`src/pcp_consts.svh`:
```
// Constants of the paged configuration port host controller
// What this block does
// - Every transaction is one 24-bit frame: 16-bit address part, 8 data bits.
// - Frame select held low during a frame; input sampled on rising serial clock.
// - Host keeps the serial clock at or below 2 MHz.
// - Bank bit: 0 analog bank, 1 serial-link bank.
// - Access-kind bit: 0 page selection, 1 register access.
// - Lane bit sends a serial-link access to channel A (0) or B (1).
// - Analog page chosen by writing 0011h: 80h master, 0Fh converter page.
// - Readback: read bit set to 1, address sent, data returned on readback pin.
// - Link page select: bank 1, kind 0, 00h to 4003h then high byte to 4004h.
// - High page byte 68h main digital, 69h digital link, next code analog link.
// - Writes into a selected link page set both bank and kind bits to 1.
// - Writing 01h to 4005h enables per-channel link addressing; reset 00h.
`ifndef PCP_CONSTS_SVH
`define PCP_CONSTS_SVH

`define PCP_FRAME_BITS      24
`define PCP_HDR_BITS        4
`define PCP_ADDR_BITS       12
`define PCP_DATA_BITS       8
`define PCP_HDR_RW_POS      3
`define PCP_HDR_BANK_POS    2
`define PCP_HDR_KIND_POS    1
`define PCP_HDR_LANE_POS    0

`define PCP_CLK_KHZ         250000
`define PCP_SCLK_MAX_KHZ    2000
`define PCP_SCLK_HALF_CYC   ((`PCP_CLK_KHZ + 2 * `PCP_SCLK_MAX_KHZ - 1) / (2 * `PCP_SCLK_MAX_KHZ))

`define PCP_ADDR_PAGE_ANALOG 12'h011
`define PCP_PAGE_MASTER      8'h80
`define PCP_PAGE_CONVERTER   8'h0F
`define PCP_ADDR_LINK_PG_LO  12'h003
`define PCP_ADDR_LINK_PG_HI  12'h004
`define PCP_ADDR_LINK_SPLIT  12'h005
`define PCP_LINK_PG_LO_VAL   8'h00
`define PCP_LINK_PG_MAIN     8'h68
`define PCP_LINK_PG_DIGITAL  8'h69
`define PCP_LINK_PG_ANALOG   8'h6A
`define PCP_LINK_SPLIT_ON    8'h01

`define PCP_REG_SET1_CONV    12'h020
`define PCP_REG_SET1_BUF     12'h021
`define PCP_REG_SET2_CONV    12'h023
`define PCP_REG_SET2_BUF     12'h024
`define PCP_REG_SLEEP_CTRL   12'h026
`define PCP_REG_TREF_GATE    12'h053
`define PCP_REG_PART_GATE    12'h055
`define PCP_FULL_SLEEP_POS   7
`define PCP_PIN_BYPASS_POS   6
`define PCP_SET_CHOICE_POS   5
`define PCP_PART_ENABLE_POS  4
`define PCP_OVL_LEVEL_RESET  8'hE3

`endif

```
`src/pcp_pkg.sv`:
```
// Types of the paged configuration port host controller
package pcp_pkg;
  typedef enum logic [2:0] {
    PCP_IDLE  = 3'b000,
    PCP_SETUP = 3'b001,
    PCP_LOW   = 3'b011,
    PCP_HIGH  = 3'b010,
    PCP_HOLD  = 3'b110,
    PCP_GAP   = 3'b100
  } pcp_state_e;
endpackage : pcp_pkg

```
`src/pcp_host.sv`:
```
// Host controller driving the paged configuration serial port
`timescale 1ns/10ps
`default_nettype none
`include "pcp_consts.svh"

module pcp_host
  import pcp_pkg::*;
#(
  parameter int HALF_CYC = `PCP_SCLK_HALF_CYC
) (
  input  wire logic        clk,
  input  wire logic        reset_n,
  input  wire logic        clk_en,
  input  wire logic        cmd_valid,
  output logic             cmd_ready,
  input  wire logic        cmd_read,
  input  wire logic        cmd_bank,
  input  wire logic        cmd_kind,
  input  wire logic        cmd_lane,
  input  wire logic [11:0] cmd_addr,
  input  wire logic [7:0]  cmd_data,
  output logic             rsp_valid,
  output logic [7:0]       rsp_data,
  input  wire logic        sleep_req,
  output logic             overload_seen,
  output logic             frame_select_low,
  output logic             serial_clk,
  output logic             serial_in,
  input  wire logic        serial_readback_out,
  output logic             sleep_pin,
  input  wire logic        fast_overload_flag
);

  generate
    if (HALF_CYC < 4 || HALF_CYC > 65535) begin : g_bad_half
      $error("HALF_CYC out of range");
    end
  endgenerate

  // Frame layout lives in the constants header; refuse one that no longer adds up
  generate
    if (`PCP_HDR_BITS + `PCP_ADDR_BITS + `PCP_DATA_BITS != `PCP_FRAME_BITS) begin : g_bad_frame
      $error("Frame fields do not fill the frame");
    end
    if (`PCP_ADDR_BITS != 12 || `PCP_DATA_BITS != 8 || `PCP_HDR_BITS != 4) begin : g_bad_fields
      $error("Field widths differ from the command ports");
    end
  endgenerate

  pcp_state_e  state_r;
  logic [15:0] tick_r;
  logic [4:0]  bit_r;
  logic [23:0] shift_out_r;
  logic [7:0]  shift_in_r;
  logic        read_r;
  logic        rb_meta_r;
  logic        rb_sync_r;
  logic        ovl_meta_r;
  logic        ovl_sync_r;
  logic        tick_done;
  logic [3:0]  hdr_bits;
  logic [23:0] frame_nxt;

  localparam logic [15:0] HALF_M1 = 16'(HALF_CYC - 1);
  localparam logic [4:0]  LAST_BIT = 5'(`PCP_FRAME_BITS - 1);
  localparam logic [4:0]  DATA_FIRST = 5'(`PCP_HDR_BITS + `PCP_ADDR_BITS);

  assign tick_done = (tick_r == HALF_M1);

  // Page selects and split mode travel as ordinary frames; the host only lays out fields
  always_comb begin
    hdr_bits                    = 4'h0;
    hdr_bits[`PCP_HDR_RW_POS]   = cmd_read;
    hdr_bits[`PCP_HDR_BANK_POS] = cmd_bank;
    hdr_bits[`PCP_HDR_KIND_POS] = cmd_kind;
    hdr_bits[`PCP_HDR_LANE_POS] = cmd_lane;
    frame_nxt                   = {hdr_bits, cmd_addr, cmd_data};
  end

  // Readback pin is asynchronous to clk
  always_ff @(posedge clk or negedge reset_n) begin
    if (!reset_n) begin
      rb_meta_r <= 1'b0;
      rb_sync_r <= 1'b0;
    end else if (clk_en) begin
      rb_meta_r <= serial_readback_out;
      rb_sync_r <= rb_meta_r;
    end
  end

  // Overload pin, when repurposed by the device, watched as a level
  always_ff @(posedge clk or negedge reset_n) begin
    if (!reset_n) begin
      ovl_meta_r    <= 1'b0;
      ovl_sync_r    <= 1'b0;
      overload_seen <= 1'b0;
    end else if (clk_en) begin
      ovl_meta_r    <= fast_overload_flag;
      ovl_sync_r    <= ovl_meta_r;
      overload_seen <= ovl_sync_r;
    end
  end

  always_ff @(posedge clk or negedge reset_n) begin
    if (!reset_n) begin
      sleep_pin <= 1'b0;
    end else if (clk_en) begin
      sleep_pin <= sleep_req;
    end
  end

  // Every phase lasts one half period so the clock never exceeds its limit
  always_ff @(posedge clk or negedge reset_n) begin
    if (!reset_n) begin
      tick_r <= 16'h0000;
    end else if (clk_en) begin
      if (state_r == PCP_IDLE || tick_done) begin
        tick_r <= 16'h0000;
      end else begin
        tick_r <= tick_r + 16'h0001;
      end
    end
  end

  always_ff @(posedge clk or negedge reset_n) begin
    if (!reset_n) begin
      state_r <= PCP_IDLE;
      bit_r   <= 5'h00;
    end else if (clk_en) begin
      case (state_r)
        PCP_IDLE: begin
          if (cmd_valid && cmd_ready) begin
            state_r <= PCP_SETUP;
          end
        end
        PCP_SETUP: begin
          if (tick_done) begin
            state_r <= PCP_HIGH;
            bit_r   <= 5'h00;
          end
        end
        PCP_LOW: begin
          if (tick_done) begin
            state_r <= PCP_HIGH;
          end
        end
        PCP_HIGH: begin
          if (tick_done) begin
            if (bit_r == LAST_BIT) begin
              state_r <= PCP_HOLD;
            end else begin
              state_r <= PCP_LOW;
              bit_r   <= bit_r + 5'h01;
            end
          end
        end
        PCP_HOLD: begin
          if (tick_done) begin
            state_r <= PCP_GAP;
          end
        end
        PCP_GAP: begin
          if (tick_done) begin
            state_r <= PCP_IDLE;
          end
        end
        default: begin
          state_r <= PCP_IDLE;
        end
      endcase
    end
  end

  always_ff @(posedge clk or negedge reset_n) begin
    if (!reset_n) begin
      cmd_ready <= 1'b0;
    end else if (clk_en) begin
      cmd_ready <= (state_r == PCP_IDLE) && !(cmd_valid && cmd_ready);
    end
  end

  // Pins: select low for the whole frame, clock idles low
  always_ff @(posedge clk or negedge reset_n) begin
    if (!reset_n) begin
      frame_select_low <= 1'b1;
      serial_clk       <= 1'b0;
      serial_in        <= 1'b0;
      shift_out_r      <= 24'h000000;
      read_r           <= 1'b0;
    end else if (clk_en) begin
      if (state_r == PCP_IDLE && cmd_valid && cmd_ready) begin
        shift_out_r      <= frame_nxt;
        serial_in        <= frame_nxt[23];
        read_r           <= cmd_read;
        frame_select_low <= 1'b0;
      end
      if (tick_done) begin
        case (state_r)
          PCP_SETUP, PCP_LOW: begin
            serial_clk <= 1'b1;
          end
          PCP_HIGH: begin
            serial_clk <= 1'b0;
            if (bit_r != LAST_BIT) begin
              // Change data on falling edge, half a period before the sampling edge
              shift_out_r <= {shift_out_r[22:0], 1'b0};
              serial_in   <= shift_out_r[22];
            end
          end
          PCP_HOLD: begin
            frame_select_low <= 1'b1;
            serial_in        <= 1'b0;
          end
          default: begin
            serial_clk <= 1'b0;
          end
        endcase
      end
    end
  end

  // Readback bits sampled at end of each high phase of the data field
  always_ff @(posedge clk or negedge reset_n) begin
    if (!reset_n) begin
      shift_in_r <= 8'h00;
      rsp_valid  <= 1'b0;
      rsp_data   <= 8'h00;
    end else if (clk_en) begin
      rsp_valid <= 1'b0;
      // Only the data phase is kept, so a floating line during the header cannot leak in
      if (state_r == PCP_HIGH && tick_done && bit_r >= DATA_FIRST) begin
        shift_in_r <= {shift_in_r[6:0], rb_sync_r};
      end
      if (state_r == PCP_HOLD && tick_done && read_r) begin
        rsp_valid <= 1'b1;
        rsp_data  <= shift_in_r;
      end
    end
  end

endmodule : pcp_host
`default_nettype wire

```
`config.mk`:
```
export PLATFORM = sky130hd
export DESIGN_NAME = pcp_host
export DESIGN_NICKNAME = d
export VERILOG_FILES = /design/src/pcp_pkg.sv /design/src/pcp_host.sv
export VERILOG_INCLUDE_DIRS = /design/src
export SDC_FILE = /design/constraint.sdc
export NUM_CORES = 1
export LEC_CHECK = 0
export ABC_AREA = 1
export ABC_CLOCK_PERIOD_IN_PS = 1900
export BUFFER_PORTS_ARGS = -buffer_cell sky130_fd_sc_hd__buf_2
export CORE_ASPECT_RATIO = 1.4
export CORE_UTILIZATION = 59
export DETAILED_ROUTE_END_ITERATION = 6
export GPL_ROUTABILITY_DRIVEN = 1
export PLACE_DENSITY_LB_ADDON = 0.3
export SLEW_MARGIN = 20
export SYNTH_ARGS = -nofsm -noshare
export SYNTH_HDL_FRONTEND = slang
export SYNTH_SLANG_ARGS = --single-unit
export TNS_END_PERCENT = 50
```
`constraint.sdc`:
```
create_clock -name clk -period 1.9 [get_ports clk]
set_clock_uncertainty 0.1 [all_clocks]
set_input_delay 0.095 -clock clk [delete_from_list [all_inputs] [get_ports clk]]
set_output_delay 0.095 -clock clk [all_outputs]
set_load 0.03 [all_outputs]
```
==> impl_metrics.json, run 1 <==
{
  "outcome": "complete, no violations",
  "numCtsBuffers": 9,
  "fin_crit_ns": 1.83,
  "die_h_um": 102,
  "synth_nets": 635,
  "ys_seq_area_share_pct": 44.3,
  "r2r_setup_slack_ns": 0.07,
  "core_area_um2": 6940,
  "worstSetupStartpoint": "tick_r[0]",
  "grt_usage_pct": 27.5,
  "rows": 36,
  "worst_pin_slew_ns": 0.572,
  "critPathMaxFanout": 5,
  "syn_inst": 601,
  "viasPerCell": 5.22,
  "cts_setup_buffers": 0,
  "synth_warnings": 0,
  "timing.slew.headroom_pct": 61.9,
  "vdd_drop_max_uv": 686,
  "place_area_um2": 4620,
  "cts.clk_slew.worst_paths_ns": 0.08,
  "maxCapViolCount": 0,
  "die_area_um2": 7530,
  "drcViolationCount": 0,
  "place_hpwl_mm": 6.75,
  "seq_power_share_pct": 46.2,
  "tritoncts": "yes",
  "pwr-share-comb_pct": 28.6,
  "routed-via-count": 3955,
  "async_reset_ff_share_pct": 100,
  "drtIter0Drc": 228,
  "setup_viol": 0,
  "synth_most_common_cell": "nand2_1",
  "timing.fmax_ghz": 0.546,
  "detail_route.wl_per_cell_um": 12.8,
  "setup_tns_ns": 0,
  "drt_wl_total_mm": 9.74,
  "reg2reg_to": "tick_r[0]",
  "worstSetupEndpoint": "tick_r[0]",
  "cts.sinks": 75,
  "die_width_um": 73.6,
  "grt_max_degree": 31,
  "crit_path_end_kind": "flop",
  "drt_first_pass_iters": 5,
  "syn_area_per_cell_um2": 7.05,
  "synth_top_cell_by_area": "dfrtp_1",
  "antenna_left": 0,
  "yosysUniqueCellTypes": 34,
  "fin_area_um2": 4920,
  "antenna_found_initial": 0,
  "overflow": 0,
  "ff2ff_path_depth": 9,
  "routabilityCongestion": 0.869,
  "num_antenna_cells": 0,
  "worstReg2RegStart": "tick_r[0]",
  "cp.arrival_ns": 1.98,
  "finalNetCount": 692,
  "synth.top_cell.area_share_pct": 43.7,
  "power_density_nw_per_um2": 928,
  "fill_cells": 578,
  "critPathLaunchType": "flop",
  "grt_pass1_vias": 3691,
  "clockPowerShare_pct": 25.3,
  "switchingPower_mw": 1.72,
  "layout-drive-gt1-share_pct": 16.4,
  "rsz0062_at_grt": "true",
  "syn_to_final_growth_pct": 16.2,
  "port-buffer-count": 45,
  "switching_share_pct": 37.6,
  "clockBufferDepth": 2,
  "start_util_pct": 61.1,
  "maxSlewViolCount": 0,
  "synth-main-ff-cell": "dfrtp_1",
  "syn_area_um2": 4240,
  "path_class": "reg -> reg",
  "cts-root-buf": "clkbuf_8",
  "ios": 46,
  "clk-insertion-delay-late_ns": 0.36,
  "hold_violations": 0,
  "synth_area_leaders": "dfrtp_1 (44%), nand2_1 (21%), nand3_1 (8.1%), inv_1 (7.2%), nor2_1 (4.1%)",
  "synth_seq_cells": 75,
  "grt_first_pass_wirelength_mm": 15.9,
  "worst_hold_path_type": "in -> reg",
  "leakagePower_nw": 2.71,
  "period_share_pct": 96.3,
  "cts-htree-levels": 3,
  "synth_commonest_cells": "nand2_1 (236), inv_1 (81), dfrtp_1 (74), nand3_1 (69), nor2_1 (46)",
  "p_int_mw": 2.85,
  "crit_required_ns": 2.05,
  "synth_edf_count": 0
}
==> power by group through the flow <==
stage	logic (mW)	clock network [mW]	registers, mW
2_1_floorplan	0.942	0	2.08
3_3_place_gp	1.22	0	2.12
3_5_place_dp	1.26	0	2.13
4_1_cts	1.29	1.17	2.10
5_1_grt	1.52	1.23	2.14
6_report	1.31	1.15	2.11
==> stage by stage <==
step / util [%] / instances / worst slack, ns / power (mW) / hold WS, ns
floorplan: - / 601 / 0.277 / 3.03 / -0.301
global placement: 66.6 / 733 / 0.158 / 3.34 / 0.0200
detailed placement: 66.6 / 733 / 0.112 / 3.40 / 0.0213
CTS: 70.4 / 757 / 0.0790 / 4.57 / 0.0302
global route: 71.0 / 758 / -0.110 / 4.89 / 0.0721
finish: 71.0 / 758 / 0.0697 / 4.57 / 0.0414
==> cell type report <==
type | count | area, µm² | area share (%)
Inverter | 86 | 323 | 6.55
Timing Repair Buffer | 65 | 453 | 9.20
Clock inverter | 7 | 60.1 | 1.22
Tap cell | 95 | 119 | 2.41
Multi-Input combinational cell | 421 | 1970 | 40.0
Sequential cell | 75 | 1880 | 38.1
Clock buffer | 9 | 124 | 2.52
==> registers in the layout (all words and copies together) (netlist names), 3 cells and up <==
name,flops
tick_r,16
shift_out_r,23
state_r,3
bit_r,5
shift_in_r,8
rsp_data,8
==> layer usage <==
layer | global-route usage [%] | up-vias | share of wire (%)
li1 | - | 1959 | -
met1 | 32.7 | 1847 | 43
met2 | 47.8 | 118 | 50
met3 | 4.54 | 31 | 4.3
met4 | 13.2 | 0 | 2.8
met5 | 0 | - | 0
==> worst min-delay path by stage <==
stage | from | end | slack (ns) | cells after the start
final | cmd_addr[0] | shift_out_r[8] | 0.04 | 7
after global routing | cmd_addr[0] | shift_out_r[8] | 0.07 | 7
after CTS | cmd_addr[10] | shift_out_r[18] | 0.03 | 7
after detailed placement | reset_n | shift_out_r[2] | 0.02 | 1
after global placement | reset_n | shift_out_r[2] | 0.02 | 1
after floorplan | reset_n | bit_r[0] | -0.30 | 0
==> cell usage in the layout (no fill, tap or decap), types with 2 or more instances in the layout <==
cell type      count
a21oi_1            4
nand2_1          236
nor2_2             4
nor2_1            44
o21ai_2            8
nand2_2            5
buf_6              2
xnor2_1            3
buf_2             45
nand3_4            2
dfrtp_1           74
clkbuf_8           9
clkinvlp_4         3
buf_12             4
buf_4              6
xor2_1             5
inv_2              5
inv_1             81
nor3_1             4
o21bai_1           2
inv_6              2
dlygate4sd3_1      8
nand4_1            4
nor2_4             4
ha_1               3
nand3_1           69
o21ai_0           14
==> worst max-delay path, cell delays in order, from the launching register on <==
cell and delay (ns):
dfrtp_1 0.42, inv_1 0.06, ha_1 0.21, nand3_1 0.08, nor2_1 0.05, nand2_1 0.08
inv_1 0.11, nor2_1 0.29, nand2_1 0.11, o21ai_0 0.23
==> cells by family after synthesis <==
| group | after synthesis | share of synthesized area, % |
|---|---|---|
| AND/OR/NAND/NOR | 376 | 38.0 |
| buffers and inverters | 106 | 10.1 |
| flip-flops | 75 | 44.3 |
| AO/OA/AOI/OAI | 33 | 5.11 |
| XOR/XNOR | 8 | 1.65 |
| adder cells (fa/ha/maj) | 3 | 0.886 |
==> what timing repair did <==
action / in CTS / in global routing
hold endpoints to repair: 26 / 0
resized for setup: 0 / 7
hold buffers: 8 / 0
endpoints found under the setup margin: 0 / 37
Note: power is estimated with default switching activity, not from simulation.
==> run 2, diff against run 1 <==
- GPL_TIMING_DRIVEN: not set -> 0
==> run 2 against run 1 <==
  * Fmax rose by 2.6%
  * Non-clock buffer count grew 12
  * Largest cell class unchanged
  * Setup slack better by 0.046 ns
  * Sequential power shrank 2%
  * Combinational power increased by 5%
  * Worst hold slack worse by 0.0048 ns
  * Cell count increased by 1.5%
  * Highest routed layer unchanged
  * Via count increased by 1.7%
  * Global-route usage increased by 1.3 points
==> impl_metrics.json, run 2 (synthesis results as in run 1) <==
{
  "outcome": "complete, no violations",
  "path_class": "reg -> reg",
  "power_density_nw_per_um2": 984,
  "largest_registers": "shift_out_r x23, tick_r x16",
  "num_antenna_cells": 0,
  "place_area_um2": 4610,
  "cp.arrival_ns": 1.94,
  "setup_ws_ns": 0.116,
  "antenna_left": 0,
  "routabilityCongestion": 0.863,
  "overflow": 0,
  "finalNetCount": 703,
  "cts.clk_slew.worst_paths_ns": 0.08,
  "regMostFlops": "shift_out_r",
  "ios": 46,
  "grt_first_pass_wirelength_mm": 16.6,
  "place_hpwl_mm": 6.82,
  "max_stage_delay_ns": 0.40,
  "worstSetupEndpoint": "shift_out_r[14]",
  "clk-insertion-delay-late_ns": 0.36,
  "timing.fmax_ghz": 0.561,
  "layout.cells.most_common": "nand2_1",
  "hold_violations": 0,
  "placed_cells": 741,
  "cts.sinks": 75,
  "viasPerCell": 5.23,
  "maxSlewViolCount": 0,
  "drt_wl_total_mm": 10.1,
  "worstSetupStartpoint": "tick_r[0]",
  "die_h_um": 102,
  "holdWs_ns": 0.0365,
  "core_area_um2": 6940,
  "path_buf_inv": 2,
  "period_share_pct": 93.9,
  "cts-root-buf": "clkbuf_8",
  "drcViolationCount": 0,
  "maxCapViolCount": 0,
  "fin_util_pct": 72.5,
  "p_total_mw": 4.95,
  "drt_first_pass_iters": 5,
  "die_area_um2": 7530,
  "grt_pass1_vias": 3824,
  "setup_viol": 0,
  "grt_usage_pct": 28.7,
  "routed-via-count": 4022,
  "reg2reg_to": "shift_out_r[14]",
  "fin_area_um2": 5030,
  "crit_required_ns": 2.05,
  "critPathMostFrequentCell": "nand2_1",
  "die_width_um": 73.6,
  "timing.slew.headroom_pct": 62.1,
  "layoutNonFillerInstCount": 769,
  "detailedPlace.worstSlack_ns": -0.00492,
  "clockBufferDepth": 2,
  "critPathLaunchType": "flop",
  "worst_hold_path_type": "in -> reg",
  "r2r_setup_slack_ns": 0.12,
  "numCtsBuffers": 9,
  "largest_reg_flops": 23,
  "drtIter0Drc": 236,
  "grt_max_degree": 45,
  "path_cells": "inv_1 > ha_2 > nand2_1 > nor2_2 > nand2_1 > nor2_2 > buf_6 > nand3_1 > nand3_1 > nand2_1",
  "start_util_pct": 61.1,
  "fin_crit_ns": 1.78,
  "tritoncts": "yes",
  "cp_top_family": "simple AND/OR/NAND/NOR gates",
  "worst_pin_slew_ns": 0.569,
  "vdd_drop_max_uv": 678,
  "final_cell_mix": "nand2_1 (235), inv_1 (81), dfrtp_1 (73)",
  "layout-drive-gt1-share_pct": 18.4,
  "leakagePower_nw": 2.77,
  "cts-htree-levels": 3,
  "path_depth": 10,
  "syn_to_final_growth_pct": 18.6,
  "worstReg2RegStart": "tick_r[0]",
  "detail_route.wl_per_cell_um": 13.2,
  "crit_path_top_delay_cell": "dfrtp_1",
  "antenna_found_initial": 0,
  "critPathMaxFanout": 10,
  "crit_path_end_kind": "flop",
  "setup_tns_ns": 0,
  "rows": 36,
  "port-buffer-count": 44,
  "ff2ff_path_depth": 10
}
-- run 2: cell count changes in the layout (fill, tap and decap cells not counted), moves of 3 or more --
| cell | delta |
|---|---|
| buf_1 | +3 |
| buf_6 | +3 |
| clkinvlp_4 | -3 |
| nor2_2 | +3 |
| nor2_1 | -3 |
| buf_2 | +3 |
| bufinv_16 | +3 |
| clkbuf_1 | +4 |
| buf_12 | -4 |
-- run 2: report_power, final --
part | internal [mW] | switching (mW)
clock | 0.883 | 0.631
combinational | 0.499 | 0.869
sequential | 1.86 | 0.208
-- run 2: metal layers --
| metal | track usage, % | share of wire (%) | vias to the layer above |
|---|---|---|---|
| li1 | - | - | 1977 |
| met1 | 33.1 | 40 | 1900 |
| met2 | 49.3 | 52 | 117 |
| met3 | 6.31 | 4.5 | 28 |
| met4 | 15.5 | 2.8 | 0 |
| met5 | 0 | 0 | - |
-- run 2: area by class of cell --
| cell class | count | area (µm²) |
|---|---|---|
| inverter | 86 | 323 |
| timing repair buffer | 57 | 353 |
| fill | 567 | 1910 |
| clock buffer | 9 | 124 |
| sequential | 75 | 1880 |
| multi-input combinational | 420 | 1980 |
| clock inverter | 7 | 125 |
| buffer | 20 | 128 |
| tap | 95 | 119 |
-- run 2: how the worst min path moves through the flow --
| stage | endpoint | depth (start not counted) | slack (ns) | from |
|---|---|---|---|---|
| global route | shift_out_r[8] | 7 | 0.06 | cmd_addr[0] |
| detailed placement | shift_out_r[4] | 1 | -0.03 | reset_n |
| global placement | sleep_pin | 3 | 0.20 | sleep_req |
| CTS | shift_out_r[20] | 7 | 0.03 | cmd_lane |
| finish | shift_out_r[5] | 7 | 0.04 | cmd_data[5] |
| floorplan | bit_r[0] | 0 | -0.30 | reset_n |
-- run 2: timing repair --
item / 4_1_cts / 5_1_grt
resized for setup: 2 / 24
gates cloned: 0 / 1
pin swaps: 1 / 5
buffers inserted: 0 / 5
hold buffers: 6 / 0
endpoints found under the hold margin: 80 / 0
endpoints found under the setup margin: 15 / 49
-- run 2: tightest hold or removal path: cells and delay by family --
kind          cells  cell delay [ns]
buf+inv           2             0.11
simple gates      5             0.25
